<file path="config.mk">
export PLATFORM = sky130hd
export DESIGN_NAME = cpg_monitor
export DESIGN_NICKNAME = d
export VERILOG_FILES = /design/src/rtl/cpg_pkg.sv /design/src/rtl/cpg_fault_filter.sv /design/src/rtl/cpg_monitor.sv
export SDC_FILE = /design/constraint.sdc
export NUM_CORES = 1
export LEC_CHECK = 0
export ABC_AREA = 1
export ABC_CLOCK_PERIOD_IN_PS = 3000
export BUFFER_PORTS_ARGS = -buffer_cell sky130_fd_sc_hd__buf_2
export CAP_MARGIN = 20
export CORE_UTILIZATION = 35
export CTS_CLUSTER_DIAMETER = 120
export CTS_CLUSTER_SIZE = 12
export DETAILED_ROUTE_END_ITERATION = 8
export GPL_TIMING_DRIVEN = 0
export PLACE_DENSITY = 0.53
export SETUP_SLACK_MARGIN = 0.4
export SYNTH_ARGS = -nofsm -noshare
export SYNTH_HDL_FRONTEND = slang
export SYNTH_SLANG_ARGS = --single-unit
</file>
<file path="constraint.sdc">
create_clock -name ref_clk -period 3 [get_ports ref_clk]
set_input_delay 0.15 -clock ref_clk [delete_from_list [all_inputs] [get_ports ref_clk]]
set_output_delay 0.15 -clock ref_clk [all_outputs]
set_load 0.03 [all_outputs]
</file>
<file path="src/rtl/cpg_pkg.sv">
/*
 * Shared constants and types for the core power-good and fault monitor.
 * Assumes a 100 MHz ref_clk and analog comparators that report as logic levels.
 */
// Contract
// - After boot voltage is reached, wait for the pin pull-in current, then start the timer.
// - On current detect, capture the six-bit voltage code and regulate to it.
// - Power-good delay lasts 3072 switching cycles.
// - Power-good stays low until the delay timer has expired.
// - Power-good is blanked during every voltage code change and mode change.
// - Overvoltage or undervoltage comparison violated drives power-good low.
// - Above overvoltage reference: set latch and force modulator low at once.
// - During overvoltage, below the lower threshold turns all switches off.
// - While overvoltage persists, alternate between low-side-on and all-off.
// - Overvoltage latch clears only on power-on reset.
// - Overvoltage reference follows the setpoint of the present mode.
// - Undervoltage reference is a fixed fraction of the present mode's setpoint.
// - Undervoltage for more than 32 consecutive phase cycles latches the converter off.
// - Undervoltage latch holds until power reset or enable toggle.
// - Overcurrent input is the average of active channel sense currents only.
// - Averaged current over threshold enables an up/down phase-cycle counter.
// - Still over threshold at end of 32-count window: power-good low, latch off.
// - Dropping below threshold inside the window lets operation continue normally.
// - Overcurrent is present when average is equal to or above threshold.
// - Mode: stop high, deeper low is active; both low deep; deeper high deeper.
package cpg_pkg;

    // ==========================================================
    // Timing counts, in phase (switching) cycles
    localparam int unsigned PG_DELAY_TICKS = 3072;  // Power-good delay
    localparam int unsigned UV_TRIP_TICKS  = 33;    // More than 32 consecutive
    localparam int unsigned OC_TRIP_TICKS  = 32;    // Window of 32 counts
    localparam int unsigned BLANK_TICKS    = 64;    // Blanking after a change

    // ==========================================================
    // Operating mode, selects setpoint for loop and comparator references
    typedef enum logic [1:0] {
        CPG_MODE_ACTIVE = 2'h0,
        CPG_MODE_DEEP   = 2'h1,
        CPG_MODE_DEEPER = 2'h2
    } cpg_mode_t;

    // ==========================================================
    // Sequencer states, one-hot
    typedef enum logic [5:0] {
        CPG_ST_OFF   = 6'b00_0001,
        CPG_ST_SOFT  = 6'b00_0010,
        CPG_ST_PULL  = 6'b00_0100,
        CPG_ST_DELAY = 6'b00_1000,
        CPG_ST_RUN   = 6'b01_0000,
        CPG_ST_LATCH = 6'b10_0000
    } cpg_state_t;

    // ==========================================================
    // Asynchronous pin inputs, synchronised together
    typedef struct packed {
        logic       enable;        // Converter enable pin
        logic       boot_reached;  // Soft-start reached boot setpoint
        logic       over_ref;      // Sense above overvoltage reference
        logic       above_lower;   // Sense above overvoltage release level
        logic       under_ref;     // Sense below undervoltage reference
        logic       pull_current;  // Pin pull-in current at required level
        logic       stop_n;        // Stop-cpu input, active low
        logic       deeper;        // Deeper sleep input
        logic [5:0] code;          // Voltage identification code
        logic       phase_clk;     // Phase clock from the oscillator
    } cpg_pins_t;

    // Power stage drive commands
    typedef struct packed {
        logic run;        // Modulator allowed to switch
        logic force_low;  // Lower switches on
        logic all_off;    // Both switches off
    } cpg_drive_t;

endpackage : cpg_pkg

</file>
<file path="src/rtl/cpg_fault_filter.sv">
/*
 * Fault filter: counts phase cycles of a fault condition and latches a trip.
 * Assumes tick is a one-cycle pulse and cond is synchronous to ref_clk.
 */
`timescale 1ns/1ps
module cpg_fault_filter #(
    parameter int unsigned LIMIT  = 32,  // Count at which the trip latches
    parameter bit          UPDOWN = 1'b0 // 1: count down when clear, 0: reset
) (
    input  wire logic ref_clk, // System clock
    input  wire logic rstn,    // Async reset, active low
    input  wire logic tick,    // Phase cycle pulse
    input  wire logic cond,    // Fault condition present
    input  wire logic clear,   // Clear the trip latch
    output logic      trip_r   // Latched trip
);
    localparam int unsigned CW = $clog2(LIMIT + 1);
    localparam logic [CW-1:0] LIM = CW'(LIMIT);

    if (LIMIT < 2) begin : g_bad_limit
        $error("cpg_fault_filter: LIMIT too small");
    end

    logic [CW-1:0] cnt_r;
    logic [CW-1:0] cnt_nxt;
    logic          trip_nxt;

    // ==========================================================
    // Count per phase cycle; set wins over clear
    always_comb begin
        cnt_nxt  = cnt_r;
        trip_nxt = trip_r & ~clear;
        if (tick) begin
            if (cond) begin
                if (cnt_r == LIM - 1'b1) begin
                    trip_nxt = 1'b1;
                    cnt_nxt  = '0;
                end else begin
                    cnt_nxt = cnt_r + 1'b1;
                end
            end else if (UPDOWN) begin
                cnt_nxt = (cnt_r == '0) ? '0 : cnt_r - 1'b1;
            end else begin
                cnt_nxt = '0;
            end
        end
        if (clear && !(tick && cond && cnt_r == LIM - 1'b1)) begin
            cnt_nxt = '0;
        end
    end

    always_ff @(posedge ref_clk or negedge rstn) begin
        if (!rstn) begin
            cnt_r  <= '0;
            trip_r <= 1'b0;
        end else begin
            cnt_r  <= cnt_nxt;
            trip_r <= trip_nxt;
        end
    end
endmodule // cpg_fault_filter

</file>
<file path="src/rtl/cpg_monitor.sv">
/*
 * Core regulator supervision: start-up sequencing on the shared power-good
 * pin, power-good delay and blanking, overvoltage latch with hysteretic
 * drive, filtered undervoltage and overcurrent shutdown.
 * Assumes comparator and pin inputs are asynchronous and are synchronised
 * here; channel current samples and trip threshold come from converters
 * clocked by ref_clk. rstn is the power-on reset of the chip.
 */
`timescale 1ns/1ps
module cpg_monitor #(
    parameter int unsigned NCH      = 2,                      // Channels
    parameter int unsigned IW       = 8,                      // Sample width
    parameter int unsigned PG_DELAY = cpg_pkg::PG_DELAY_TICKS // Delay ticks
) (
    input  wire logic              ref_clk,                // 100 MHz clock
    input  wire logic              rstn,                   // Power-on reset, low
    input  wire logic              enable_in,              // Enable pin
    input  wire logic              boot_reached,           // Soft-start done
    input  wire logic              over_ref_cmp,           // Above 112 percent
    input  wire logic              above_lower_cmp,        // Above 102 percent
    input  wire logic              under_ref_cmp,          // Below 84 percent
    input  wire logic              pull_current_det,       // Pin current seen
    input  wire logic              stop_cpu_input_n,       // Stop-cpu, low
    input  wire logic              deeper_sleep_input,     // Deeper sleep
    input  wire logic [5:0]        voltage_code,           // Code pins
    input  wire logic              phase_clk,              // Phase clock
    input  wire logic [NCH*IW-1:0] channel_sense_current,  // Samples
    input  wire logic [NCH-1:0]    channel_active,         // Active channels
    input  wire logic [IW-1:0]     current_trip_threshold, // Trip level
    output logic                   power_ok_pin_out,       // Pin drive value
    output logic                   power_ok_pin_oe,        // Pin pulled low
    output cpg_pkg::cpg_drive_t    drive_r,                // Power stage
    output logic                   use_code_r,             // 0 boot, 1 code
    output logic [5:0]             target_code_r,          // Regulated code
    output cpg_pkg::cpg_mode_t     mode_r,                 // Setpoint select
    output logic                   ov_latch_r,             // Overvoltage
    output logic                   uv_trip_r,              // Undervoltage
    output logic                   oc_trip_r               // Overcurrent
);
    localparam int unsigned DW = $clog2(PG_DELAY + 1);
    localparam int unsigned BW = $clog2(cpg_pkg::BLANK_TICKS + 1);
    localparam int unsigned SW = IW + $clog2(NCH + 1);
    localparam logic [DW-1:0] DLY_LAST  = DW'(PG_DELAY - 1);
    localparam logic [BW-1:0] BLANK_LD  = BW'(cpg_pkg::BLANK_TICKS);

    if (NCH < 1 || IW < 1 || PG_DELAY < 1) begin : g_bad_shape
        $error("cpg_monitor: bad channel shape or PG_DELAY below 1");
    end

    // ==========================================================
    // Functions
    // Mode decode from stop and deeper inputs
    function automatic cpg_pkg::cpg_mode_t decode_mode(input logic stop_n,
                                                       input logic deeper);
        if (deeper)      decode_mode = cpg_pkg::CPG_MODE_DEEPER;
        else if (stop_n) decode_mode = cpg_pkg::CPG_MODE_ACTIVE;
        else             decode_mode = cpg_pkg::CPG_MODE_DEEP;
    endfunction

    // ==========================================================
    // Pin synchronisers, two flops each
    cpg_pkg::cpg_pins_t pins_raw;
    cpg_pkg::cpg_pins_t sync1_r;
    cpg_pkg::cpg_pins_t pins_s;
    logic               phase_prev_r;
    logic               enable_prev_r;

    assign pins_raw = '{enable:       enable_in,
                        boot_reached: boot_reached,
                        over_ref:     over_ref_cmp,
                        above_lower:  above_lower_cmp,
                        under_ref:    under_ref_cmp,
                        pull_current: pull_current_det,
                        stop_n:       stop_cpu_input_n,
                        deeper:       deeper_sleep_input,
                        code:         voltage_code,
                        phase_clk:    phase_clk};

    always_ff @(posedge ref_clk or negedge rstn) begin
        if (!rstn) begin
            sync1_r       <= '0;
            pins_s        <= '0;
            phase_prev_r  <= 1'b0;
            enable_prev_r <= 1'b0;
        end else begin
            sync1_r       <= pins_raw;
            pins_s        <= sync1_r;
            phase_prev_r  <= pins_s.phase_clk;
            enable_prev_r <= pins_s.enable;
        end
    end

    // Phase cycle tick and enable toggle, taken from the second flop only
    logic tick;
    logic enable_fall;
    assign tick        = pins_s.phase_clk & ~phase_prev_r;
    assign enable_fall = enable_prev_r & ~pins_s.enable;

    // ==========================================================
    // Overcurrent: average of active channels compared without a divider.
    // sum >= threshold * active_count is the same test as avg >= threshold.
    logic [SW-1:0] sum_active;
    logic [SW-1:0] trip_scaled;
    logic          oc_now_r;
    logic          oc_now_nxt;

    always_comb begin
        sum_active  = '0;
        trip_scaled = '0;
        for (int i = 0; i < NCH; i++) begin
            if (channel_active[i]) begin
                sum_active  = sum_active + SW'(channel_sense_current[i*IW +: IW]);
                trip_scaled = trip_scaled + SW'(current_trip_threshold);
            end
        end
        oc_now_nxt = (channel_active != '0) && (sum_active >= trip_scaled);
    end

    always_ff @(posedge ref_clk or negedge rstn) begin
        if (!rstn) oc_now_r <= 1'b0;
        else       oc_now_r <= oc_now_nxt;
    end

    // ==========================================================
    // Filtered faults, counted only while the converter runs
    cpg_pkg::cpg_state_t state_r;
    cpg_pkg::cpg_state_t state_nxt;
    logic                live;
    assign live = state_r == cpg_pkg::CPG_ST_RUN;

    cpg_fault_filter #(
        .LIMIT  (cpg_pkg::UV_TRIP_TICKS),
        .UPDOWN (1'b0)
    ) u_uv_filter (
        .ref_clk (ref_clk),
        .rstn    (rstn),
        .tick    (tick),
        .cond    (live & pins_s.under_ref),
        .clear   (enable_fall),
        .trip_r  (uv_trip_r)
    );

    cpg_fault_filter #(
        .LIMIT  (cpg_pkg::OC_TRIP_TICKS),
        .UPDOWN (1'b1)
    ) u_oc_filter (
        .ref_clk (ref_clk),
        .rstn    (rstn),
        .tick    (tick),
        .cond    (live & oc_now_r),
        .clear   (enable_fall),
        .trip_r  (oc_trip_r)
    );

    // ==========================================================
    // Sequencer, timers, overvoltage and pin drive
    logic [DW-1:0]       delay_r;
    logic [DW-1:0]       delay_nxt;
    logic                timer_done_r;
    logic                timer_done_nxt;
    logic [BW-1:0]       blank_r;
    logic [BW-1:0]       blank_nxt;
    logic                ov_latch_nxt;
    logic                ov_low_r;
    logic                ov_low_nxt;
    cpg_pkg::cpg_drive_t drive_nxt;
    logic                use_code_nxt;
    logic [5:0]          target_code_nxt;
    cpg_pkg::cpg_mode_t  mode_nxt;
    logic                pin_oe_nxt;
    logic                fault_any;

    assign fault_any = ov_latch_r | uv_trip_r | oc_trip_r;

    always_comb begin
        state_nxt       = state_r;
        delay_nxt       = delay_r;
        timer_done_nxt  = timer_done_r;
        blank_nxt       = blank_r;
        use_code_nxt    = use_code_r;
        target_code_nxt = target_code_r;
        mode_nxt        = decode_mode(pins_s.stop_n, pins_s.deeper);

        // Overvoltage latch, only power-on reset clears it
        ov_latch_nxt = ov_latch_r | pins_s.over_ref;
        // Hysteretic drive: low-side on above reference, off below release
        if (pins_s.over_ref)          ov_low_nxt = 1'b1;
        else if (!pins_s.above_lower) ov_low_nxt = 1'b0;
        else                          ov_low_nxt = ov_low_r;

        case (state_r)
            cpg_pkg::CPG_ST_OFF: begin
                use_code_nxt   = 1'b0;
                timer_done_nxt = 1'b0;
                if (pins_s.enable && !uv_trip_r && !oc_trip_r) begin
                    state_nxt = cpg_pkg::CPG_ST_SOFT;
                end
            end
            cpg_pkg::CPG_ST_SOFT: begin
                if (pins_s.boot_reached) state_nxt = cpg_pkg::CPG_ST_PULL;
            end
            cpg_pkg::CPG_ST_PULL: begin
                if (pins_s.pull_current) begin
                    target_code_nxt = pins_s.code;
                    use_code_nxt    = 1'b1;
                    delay_nxt       = '0;
                    state_nxt       = cpg_pkg::CPG_ST_DELAY;
                end
            end
            cpg_pkg::CPG_ST_DELAY: begin
                if (tick) begin
                    if (delay_r == DLY_LAST) begin
                        timer_done_nxt = 1'b1;
                        state_nxt      = cpg_pkg::CPG_ST_RUN;
                    end else begin
                        delay_nxt = delay_r + 1'b1;
                    end
                end
            end
            cpg_pkg::CPG_ST_RUN: begin
                // Active mode follows code changes; any change restarts blanking
                if (mode_nxt == cpg_pkg::CPG_MODE_ACTIVE) begin
                    target_code_nxt = pins_s.code;
                end
                if (mode_nxt != mode_r || target_code_nxt != target_code_r) begin
                    blank_nxt = BLANK_LD;
                end else if (tick && blank_r != '0) begin
                    blank_nxt = blank_r - 1'b1;
                end
            end
            cpg_pkg::CPG_ST_LATCH: begin
                // Wait for enable low with the filtered faults cleared
                if (!pins_s.enable && !uv_trip_r && !oc_trip_r) begin
                    state_nxt = cpg_pkg::CPG_ST_OFF;
                end
            end
            default: state_nxt = cpg_pkg::CPG_ST_OFF;
        endcase

        // Faults override every state but off; disable overrides every state but latch
        if (state_r != cpg_pkg::CPG_ST_OFF && fault_any) begin
            state_nxt = cpg_pkg::CPG_ST_LATCH;
        end else if (state_r != cpg_pkg::CPG_ST_LATCH && !pins_s.enable) begin
            state_nxt = cpg_pkg::CPG_ST_OFF;
        end
        if (state_nxt != cpg_pkg::CPG_ST_RUN) blank_nxt = '0;

        // Power stage commands; overvoltage handling has the final word
        drive_nxt.run       = (state_nxt != cpg_pkg::CPG_ST_OFF) &&
                              (state_nxt != cpg_pkg::CPG_ST_LATCH);
        drive_nxt.force_low = ov_latch_nxt & ov_low_nxt;
        drive_nxt.all_off   = ov_latch_nxt ? ~ov_low_nxt
                                           : ~drive_nxt.run;
        if (ov_latch_nxt) drive_nxt.run = 1'b0;

        // Pin is released only after the delay with no fault or blanking
        pin_oe_nxt = !(state_nxt == cpg_pkg::CPG_ST_RUN) ||
                     !timer_done_nxt ||
                     (blank_nxt != '0) ||
                     pins_s.over_ref || pins_s.under_ref ||
                     ov_latch_nxt || uv_trip_r || oc_trip_r;
    end

    always_ff @(posedge ref_clk or negedge rstn) begin
        if (!rstn) begin
            state_r          <= cpg_pkg::CPG_ST_OFF;
            delay_r          <= '0;
            timer_done_r     <= 1'b0;
            blank_r          <= '0;
            ov_latch_r       <= 1'b0;
            ov_low_r         <= 1'b0;
            drive_r          <= '{run: 1'b0, force_low: 1'b0, all_off: 1'b1};
            use_code_r       <= 1'b0;
            target_code_r    <= '0;
            mode_r           <= cpg_pkg::CPG_MODE_ACTIVE;
            power_ok_pin_oe  <= 1'b1;
            power_ok_pin_out <= 1'b0;
        end else begin
            state_r          <= state_nxt;
            delay_r          <= delay_nxt;
            timer_done_r     <= timer_done_nxt;
            blank_r          <= blank_nxt;
            ov_latch_r       <= ov_latch_nxt;
            ov_low_r         <= ov_low_nxt;
            drive_r          <= drive_nxt;
            use_code_r       <= use_code_nxt;
            target_code_r    <= target_code_nxt;
            mode_r           <= mode_nxt;
            power_ok_pin_oe  <= pin_oe_nxt;
            power_ok_pin_out <= 1'b0; // Open drain: only ever pulls low
        end
    end
endmodule // cpg_monitor

</file>
==> results.md, run 1 <==
- The run finished with clean final reports.
- The effective utilization at floorplan is 0.360.
- The number of cells on the worst reg-to-reg path is 11.
- The number of antenna violations at the first check in global routing is 0.
- After the flow finishes, the layout carries non-filler instances totaling 872.
- By count the netlist is led by sky130_fd_sc_hd__nand2_1 (112), sky130_fd_sc_hd__inv_1 (87), sky130_fd_sc_hd__dfrtp_1 (85).
- Counting I/O delays and the setup requirement, the final critical path takes roughly 2.5 ns.
- Of the synthesized area, sequential elements account for 0.442.
- The cell sitting at the root of the clock tree is a sky130_fd_sc_hd__clkbuf_16.
- For the pin with the worst max-slew slack, the measured transition is approximately 0.52 ns.
- Data on the critical path is required at its endpoint by around 3.3 ns.
- The number of hold-slack violations in the final timing report is 0.
- The maximum buffer depth of the clock tree is 2.
- The per-cell via count in the routed design is between 4 and 5.
- The Yosys step of the flow raised 0 warnings.
- The maximum frequency from static timing analysis is 407 MHz.
- The post-route met1 wirelength is between 5000 and 6000 um.
- STA classifies the critical path startpoint as an input port.
- The routed length per instance is 12.9 um.
- The ratio of total power to cell area is roughly 440 nW/um^2.
- The worst min-delay path class is input port to flip-flop.
- The highest layer touched by signal routing is met4.
- The largest fanout on the critical path is 10.
- The global routing usage summed across all routing layers is 0.161.
- The number of optimization iterations in the first detailed-route pass is 4.
- The maximum number of pins on one net before global-route repair is 61.
- The number of synthesized register bits is 88.
- Across all hold checks on the routed design, the worst slack comes to around 0.15 ns.
- The net count of the finished layout is ~760.
- The type of the setup path with the least slack is input port to flip-flop.
- The worst-case vdd ir drop is approximately 0.26 mV.
- The remaining routing DRC violations is 0.
- The floorplan step set the die width to roughly 120 um.
- The number of antenna diodes in the final layout is 0.
- Summing all non-filler instances in the final layout gives an area of between 6000 and 7000 um^2.
- The aggregate routed wire length is between 10,000 and 15,000 um.
- For this run the aggregate overflow at the end of global routing stands at 0.
- For this run, the leading register cell type out of synthesis is sky130_fd_sc_hd__dfrtp_1.
- The number of setup violations in the final report is 0.
- The clock latency on the worst-skew pair is ~0.34 ns.
- The cell area after placement is 5540 um^2.
- Row generation in the floorplan step produced between 40 and 50 rows.
- The total negative setup slack is 0 ns.
- The number of clock sinks seen by CTS is around 90.
- Of the cells placed in the final design, the portion with a size suffix greater than 1 is 0.197.
- 60 I/O pins were placed.
- The total standard cell area after synthesis is between 4000 and 5000 um^2.
- The final antenna-violating net count is 0.
- For the final database, setup skew stands at between 0.008 and 0.009 ns.
- The worst setup path is captured at a flip-flop.
- Total power for the finished layout comes to between 2 and 3 mW.
- The post-CTS setup-driven buffer insertion count is 0.
- The synthesized design contains 0 enable-type register cells.
- The number of instances in the synthesized netlist is 601.
- The fraction of registers with async set or reset after synthesis is 1.00.
- TritonCTS built the clock tree.
- The final weighted congestion of routability-driven global placement is between 0.8 and 0.9.
- Dividing the final minimum period by the clock period gives 0.820.
- The max capacitance violation total is 0.
- Compared with the post-synthesis result, the final layout area differs by 21.5%.
- The area of the die is 14,800 um^2.
- Of the post-synthesis cell area, the dominant cell type holds 0.426.
- Data arrives at the worst endpoint at between 2 and 3 ns.
- The CTS H-tree depth is 3.
- Headroom to the max-slew limit came out at 0.650.
- The core area is roughly 14,000 um^2.
- The source of the worst register-to-register timing path is pins_s[7].
- The instance count along the most critical hold path is 3.
- At the placement stage, the worst setup path has a slack of -0.0735 ns.
- Synthesis instantiated 47 different standard cells from the library.
- Of the total synthesized cell area, the portion taken by XOR and XNOR cells is 0.0351.
- The area taken by multi-input logic gates is approximately 2400 um^2.
- The destination of the worst register-to-register timing path is power_ok_pin_oe.
- The critical hold path startpoint is channel_active[1].
- Of the total synthesized cell area, the portion taken by AND, OR, NAND and NOR gates is 0.248.
- In this run the static leakage power is about 2.9 nW.
- The combinational family with the most area after synthesis is simple AND/OR/NAND/NOR gates.
- Setup repair after global routing left no endpoint under its margin.
- The endpoint of the worst hold-timing path is oc_now_r.
- For this run, the share of the core covered by cells in the final layout is 0.437.
- In this run, CTS created clock tree buffers numbering 9.
- Of the total synthesized cell area, the portion taken by full adders, half adders and majority gates is 0.0666.
- The number of placed cells counting well taps is 840.
- Wire segments on met2 add up to about 5400 um in the final route.
- The wire-length estimate of the detail-placed layout is approximately 8300 um.
- The via count of the first global-routing pass is around 4,200.
- The most used standard cell by instance count after synthesis is sky130_fd_sc_hd__nand2_1.
- The fraction of synthesized area in multiplexers is 0.
- After synthesis, the cell types taking the most area are sky130_fd_sc_hd__dfrtp_1 (43%), sky130_fd_sc_hd__nand2_1 (8.4%), sky130_fd_sc_hd__inv_1 (6.5%).
- When the netlist entered floorplanning its net count stood at 670.
- The complex-gate fraction of the synthesized area is 0.125.
- The detailed-route via count is about 4,200.
- In this run, the number of DRC markers left after iteration 0 of detailed routing was 221.
- The filler cells instantiated in the layout total 1,413.
- The clock transition at the register clock pins on the worst setup and hold paths after CTS is around 0.07 ns.
- The chip height is approximately 120 um.
- The number of buffers added on ports is 58.
- The number of max-slew violations in the final report is 0.
- The first-pass GRT wire length is around 19,000 um.
- Across the whole layout, storage elements account for 2210 um^2.
- The least setup slack across all paths after layout is 0.541 ns.
- In the detailed route, the total length drawn on met3 is approximately 400 um.
- The worst-case register-to-register setup slack is roughly 1.1 ns.
- The post-synthesis cell type with the largest combined area is sky130_fd_sc_hd__dfrtp_1.
- The average footprint of a synthesized cell is just over 8 um^2.
-- worst max-delay path by stage --
stage | start | end | slack (ns) | cells after the start
2_1_floorplan | channel_active[0] | oc_now_r | 0.43 | 19
3_3_place_gp | channel_active[0] | oc_now_r | 0.03 | 20
3_5_place_dp | channel_active[0] | oc_now_r | -0.07 | 20
4_1_cts | channel_active[0] | oc_now_r | 0.42 | 20
5_1_grt | channel_active[0] | oc_now_r | 0.39 | 20
6_report | channel_active[0] | oc_now_r | 0.54 | 20
-- report_power, final --
part           total [mW]  switching [mW]  internal, mW
registers            1.23          0.0134          1.22
clock network        1.15           0.494         0.654
logic               0.286           0.170         0.116
total                2.66           0.678          1.99
-- repair_timing --
action                                  4_1_cts  5_1_grt
pin swaps                                     0       13
hold endpoints to repair                     40        0
resized for setup                             3       14
endpoints found under the setup margin        1        1
hold buffers                                 16        0
-- flip-flops by register name, indices dropped and copies added, names as in the netlist, 2 cells and up --
name               flops
blank_r                7
target_code_r          6
u_uv_filter.cnt_r      6
mode_r                 2
pins_s                15
u_oc_filter.cnt_r      6
delay_r               12
state_r                6
drive_r                3
sync1_r               15
-- critical path, stage by stage --
cell and delay [ns]:
sky130_fd_sc_hd__buf_2 0.11, sky130_fd_sc_hd__buf_6 0.13, sky130_fd_sc_hd__nand2_1 0.07, sky130_fd_sc_hd__inv_1 0.05, sky130_fd_sc_hd__ha_2 0.18, sky130_fd_sc_hd__fa_2 0.42
sky130_fd_sc_hd__nand3_2 0.08, sky130_fd_sc_hd__nand3_2 0.08, sky130_fd_sc_hd__a21o_1 0.21, sky130_fd_sc_hd__a21oi_2 0.18, sky130_fd_sc_hd__nand2_1 0.09, sky130_fd_sc_hd__nand2_1 0.07
sky130_fd_sc_hd__o22ai_1 0.07, sky130_fd_sc_hd__ha_1 0.29, sky130_fd_sc_hd__nand2_2 0.07, sky130_fd_sc_hd__nor4_2 0.21, sky130_fd_sc_hd__nand2_1 0.08, sky130_fd_sc_hd__nand4_1 0.09
sky130_fd_sc_hd__o21ai_1 0.07, sky130_fd_sc_hd__inv_1 0.05
-- kinds of logic (layout without fill, tap and decap cells) --
kind of cell,Yosys count,in the layout
flops,88,88
xor+xnor,20,20
compound gates,102,102
buf+inv,104,195
fa+ha+maj,26,26
other cells,1,1
simple gates,260,260
-- cell usage in the layout (no fill, tap or decap), types with 8 or more instances in the layout --
cell type,instances
sky130_fd_sc_hd__a21oi_1,20
sky130_fd_sc_hd__buf_2,58
sky130_fd_sc_hd__clkbuf_16,9
sky130_fd_sc_hd__dfrtp_1,85
sky130_fd_sc_hd__dlygate4sd3_1,16
sky130_fd_sc_hd__ha_1,23
sky130_fd_sc_hd__inv_1,87
sky130_fd_sc_hd__nand2_1,111
sky130_fd_sc_hd__nand3_1,43
sky130_fd_sc_hd__nand3_2,8
sky130_fd_sc_hd__nand4_1,12
sky130_fd_sc_hd__nor2_1,43
sky130_fd_sc_hd__nor2_2,10
sky130_fd_sc_hd__nor3_1,13
sky130_fd_sc_hd__o21ai_0,28
sky130_fd_sc_hd__o21ai_1,10
sky130_fd_sc_hd__xor2_1,14
-- per-layer routing --
metal / GRT usage / up-vias
li1: - / 2160
met1: 0.208 / 1973
met2: 0.273 / 70
met3: 0.0320 / 10
met4: 0.0432 / 0
met5: 0 / -
-- area by class of cell --
type	instances	share of cell area
clock buffer	9	0.0371
multi-input combinational	409	0.400
clock inverter	7	0.0134
sequential	88	0.364
tap	180	0.0371
inverter	95	0.0594
timing repair buffer	75	0.0792
buffer	9	0.0101
Power figures use the tool's default switching activity.
==> run 2: changes to the inputs <==
--- a/config.mk
+++ b/config.mk
@@ -6,7 +6,7 @@
 export NUM_CORES = 1
 export LEC_CHECK = 0
 export ABC_AREA = 1
-export ABC_CLOCK_PERIOD_IN_PS = 3000
+export ABC_CLOCK_PERIOD_IN_PS = 2500
 export BUFFER_PORTS_ARGS = -buffer_cell sky130_fd_sc_hd__buf_2
 export CAP_MARGIN = 20
 export CORE_UTILIZATION = 35
==> constraint.sdc (replaced) <==
create_clock -name ref_clk -period 2.5 [get_ports ref_clk]
set_input_delay 0.125 -clock ref_clk [delete_from_list [all_inputs] [get_ports ref_clk]]
set_output_delay 0.125 -clock ref_clk [all_outputs]
set_load 0.03 [all_outputs]
==> run 2 against run 1 <==
Wire length is 3.3% lower; critical path depth stayed put; clock power is 29% higher; power increased by 24%; via count is 0.26% lower; first-iteration DRC count down 10%; sequential cell count unchanged; largest cell class unchanged; largest power group unchanged.
==> results.md, run 2 (same netlist as run 1, synthesis figures left out) <==
- The run finished with clean final reports.
- The chip height is 121 um (unchanged).
- Setup repair after global routing could not meet its margin everywhere.
- The routed design could run at a clock period as short as between 2 and 2.5 ns.
- The worst-case vdd ir drop is 0.257 mV (-2.6%).
- The row count is 43 (unchanged).
- The effective utilization at floorplan is 0.360 (unchanged).
- The number of buffers added on ports came to 58 (unchanged).
- The ratio of total power to cell area was 536 nW/um^2 (+22%).
- The number of placed cells counting well taps is 840 (unchanged).
- The critical hold path startpoint is channel_active[1].
- Compared with the post-synthesis result, the final layout area differs by 23.7%.
- The final antenna-violating net count is 0 (unchanged).
- The cell with the largest stage delay on the worst path is sky130_fd_sc_hd__fa_2.
- The post-route non-filler standard cell count is 878 (+0.69%).
- The largest stage delay on the critical path is 0.35 ns (-0.07 ns).
- The maximum buffer depth of the clock tree was 2 (unchanged).
- The number of clock sinks seen by CTS is 88 (unchanged).
- The CTS tree is done.
- The x dimension of the die is 121 um (unchanged).
- The number of nets in the final layout is 762 (+0.79%).
- The signal on the critical path passes through buf_8, clkbuf_16, nand2_4, inv_2, ha_4, fa_2, nand3_2, nand3_2, a21o_1, a21oi_2, nor2_1, o21ai_1, a21oi_1, ha_1, inv_1, nor2_2, o211ai_1, nand4_1, o21ai_1, inv_1.
- The core area is 13,900 um^2 (unchanged).
- The overall overflow remaining after global route is 0 (unchanged).
- The final antenna diode count is 0 (unchanged).
- The number of cells on the worst reg-to-reg path is 11 (unchanged).
- The maximum number of pins on one net before global-route repair was 61 (unchanged).
- The commonest non-fill, non-tap cell in the layout is sky130_fd_sc_hd__nand2_1.
- The instance count along the most critical hold path is 3 (unchanged).
- The remaining routing DRC violations is 0 (unchanged).
- The number of hold-slack violations in the final timing report is 0 (unchanged).
- The static leakage is 2.97 nW (+2.2%).
- The number of setup violations in the final report is 0 (unchanged).
- The required time of the worst setup path is 2.73 ns (-0.55 ns).
- The area of the die is 14,800 um^2 (unchanged).
- The number of max-slew violations in the final report came to 0 (unchanged).
- The largest registers in the layout are pins_s x15, sync1_r x15, delay_r x12.
- In the layout the commonest cells are sky130_fd_sc_hd__nand2_1 (111), sky130_fd_sc_hd__inv_1 (86), sky130_fd_sc_hd__dfrtp_1 (85), sky130_fd_sc_hd__buf_2 (57), sky130_fd_sc_hd__nor2_1 (44).
- In the finished design, the share of the clock period the worst path needs comes to 0.898.
- The type of the setup path with the least slack is input port to flip-flop.
- The clock transition at the register clock pins on the worst setup and hold paths after CTS came to 0.07 ns (about the same).
- The endpoint of the worst hold-timing path is oc_now_r.
- The category of the worst setup path capture point is a flip-flop.
- The worst hold slack after final layout came to 0.127 ns (-0.0277 ns).
- The per-cell via count in the routed design is 4.79 (-0.94%).
- The number of fill cells is 1,378 (-2.5%).
- The largest fanout on the critical path is 5 (-5).
- The routed length per instance is 12.3 um (-4.0%).
- The worst-case clock skew is 0.00917 ns (+0.000738 ns).
- The HPWL after detailed placement is 8030 um (-3.8%).
- The worst-case register-to-register setup slack is 0.61 ns (-0.49 ns).
- The clock latency on the worst-skew pair is 0.34 ns (about the same).
- The maximum frequency from static timing analysis is roughly 450 MHz.
- The share of layout cells above drive strength 1 was 0.203 (+0.00691).
- The least setup slack across all paths after layout is 0.255 ns (-0.286 ns).
- The initial detailed-routing violation count came to 198 (-10%).
- The root buffer cell is sky130_fd_sc_hd__clkbuf_16.
- The kind of start point of the critical path is an input port.
- The number of optimization iterations in the first detailed-route pass is 4 (unchanged).
- The aggregate routed wire length is 10,800 um (-3.3%).
- The via count of the first global-routing pass is 4,170 (-0.45%).
- The total I/O pin count is 60 (unchanged).
- The data arrival time of the critical path is 2.48 ns (-0.26 ns).
- The worst min-delay path class is input port to flip-flop.
- The max capacitance violation total is 0 (unchanged).
- The global routing usage summed across all routing layers is 0.160 (-0.00180).
- The source of the worst register-to-register timing path is state_r[0].
- The setup slack at placement is -0.227 ns (-0.154 ns).
- The first-pass GRT wire length is 18,800 um (-0.84%).
- The worst register-to-register path ends at power_ok_pin_oe.
- The final weighted congestion of routability-driven global placement is 0.861 (+3.4%).
- The number of antenna violations at the first check in global routing is 0 (unchanged).
- The number of buffers created by CTS is 9 (unchanged).
- The detailed-route via count was 4,202 (-0.26%).
- The CTS H-tree depth was 3 (unchanged).
-- run 2: cell count changes in the layout (fill, tap and decap cells not counted), sizes merged --
cell	previous run	this run
clkinvlp	1	2
bufinv	1	2
buf	65	69
clkinv	6	4
inv	94	93
clkbuf	12	15
-- run 2: cell type report --
cell class	instances	area (um^2)	share of cell area
multi-input combinational	409	2440	0.395
sequential	88	2210	0.357
timing repair buffer	81	542	0.0876
inverter	95	360	0.0583
clock buffer	10	239	0.0387
tap	180	225	0.0364
clock inverter	6	92.6	0.0150
buffer	9	75.1	0.0121
-- run 2: stage by stage --
stage	total power [mW]	setup TNS, ns	utilization	area [um^2]
3_3_place_gp	1.80	-0.211	0.401	5570
4_1_cts	3.35	0	0.444	6160
2_1_floorplan	1.69	0	-	5050
5_1_grt	3.46	0	0.445	6180
6_report	3.31	0	0.445	6180
3_5_place_dp	1.82	-0.227	0.403	5600
-- run 2: how the worst max path moves through the flow --
| stage | from | endpoint | slack (ns) | depth (start not counted) |
|---|---|---|---|---|
| 2_1_floorplan | channel_active[0] | oc_now_r | 0.1 | 19 |
| 3_3_place_gp | channel_active[0] | oc_now_r | -0.21 | 20 |
| 3_5_place_dp | channel_active[0] | oc_now_r | -0.23 | 18 |
| 4_1_cts | channel_active[0] | oc_now_r | 0.27 | 20 |
| 5_1_grt | channel_active[0] | oc_now_r | 0.08 | 19 |
| 6_report | channel_active[0] | oc_now_r | 0.25 | 20 |
-- run 2: routing by layer --
metal  GRT usage  vias up  wire, um
li1            -     2178         -
met1       0.207     1922      5240
met2       0.267       88      5020
met3      0.0287       14       395
met4      0.0517        0       173
met5           0        -         0
-- run 2: what timing repair did --
| item | 4_1_cts | 5_1_grt |
|---|---|---|
| resized for setup | 7 | 3 |
| buffers inserted | 4 | 1 |
| pin swaps | 12 | 2 |
| setup endpoints to repair | 1 | 2 |
| hold buffers | 16 | 0 |
| cloned | 1 | 0 |
| endpoints found under the hold margin | 41 | 0 |
-- run 2: worst max-delay path, delay by kind of cell --
kind	cells	cell delay, ns
AND/OR/NAND/NOR	6	0.41
adder cells (fa/ha/maj)	3	0.84
buffers and inverters	5	0.41
AO/OA/AOI/OAI	6	0.69
-- run 2: where the power goes --
group | internal (mW) | switching (mW) | total (mW)
sequential | 1.46 | 0.0160 | 1.48
clock | 0.906 | 0.575 | 1.48
combinational | 0.150 | 0.204 | 0.355
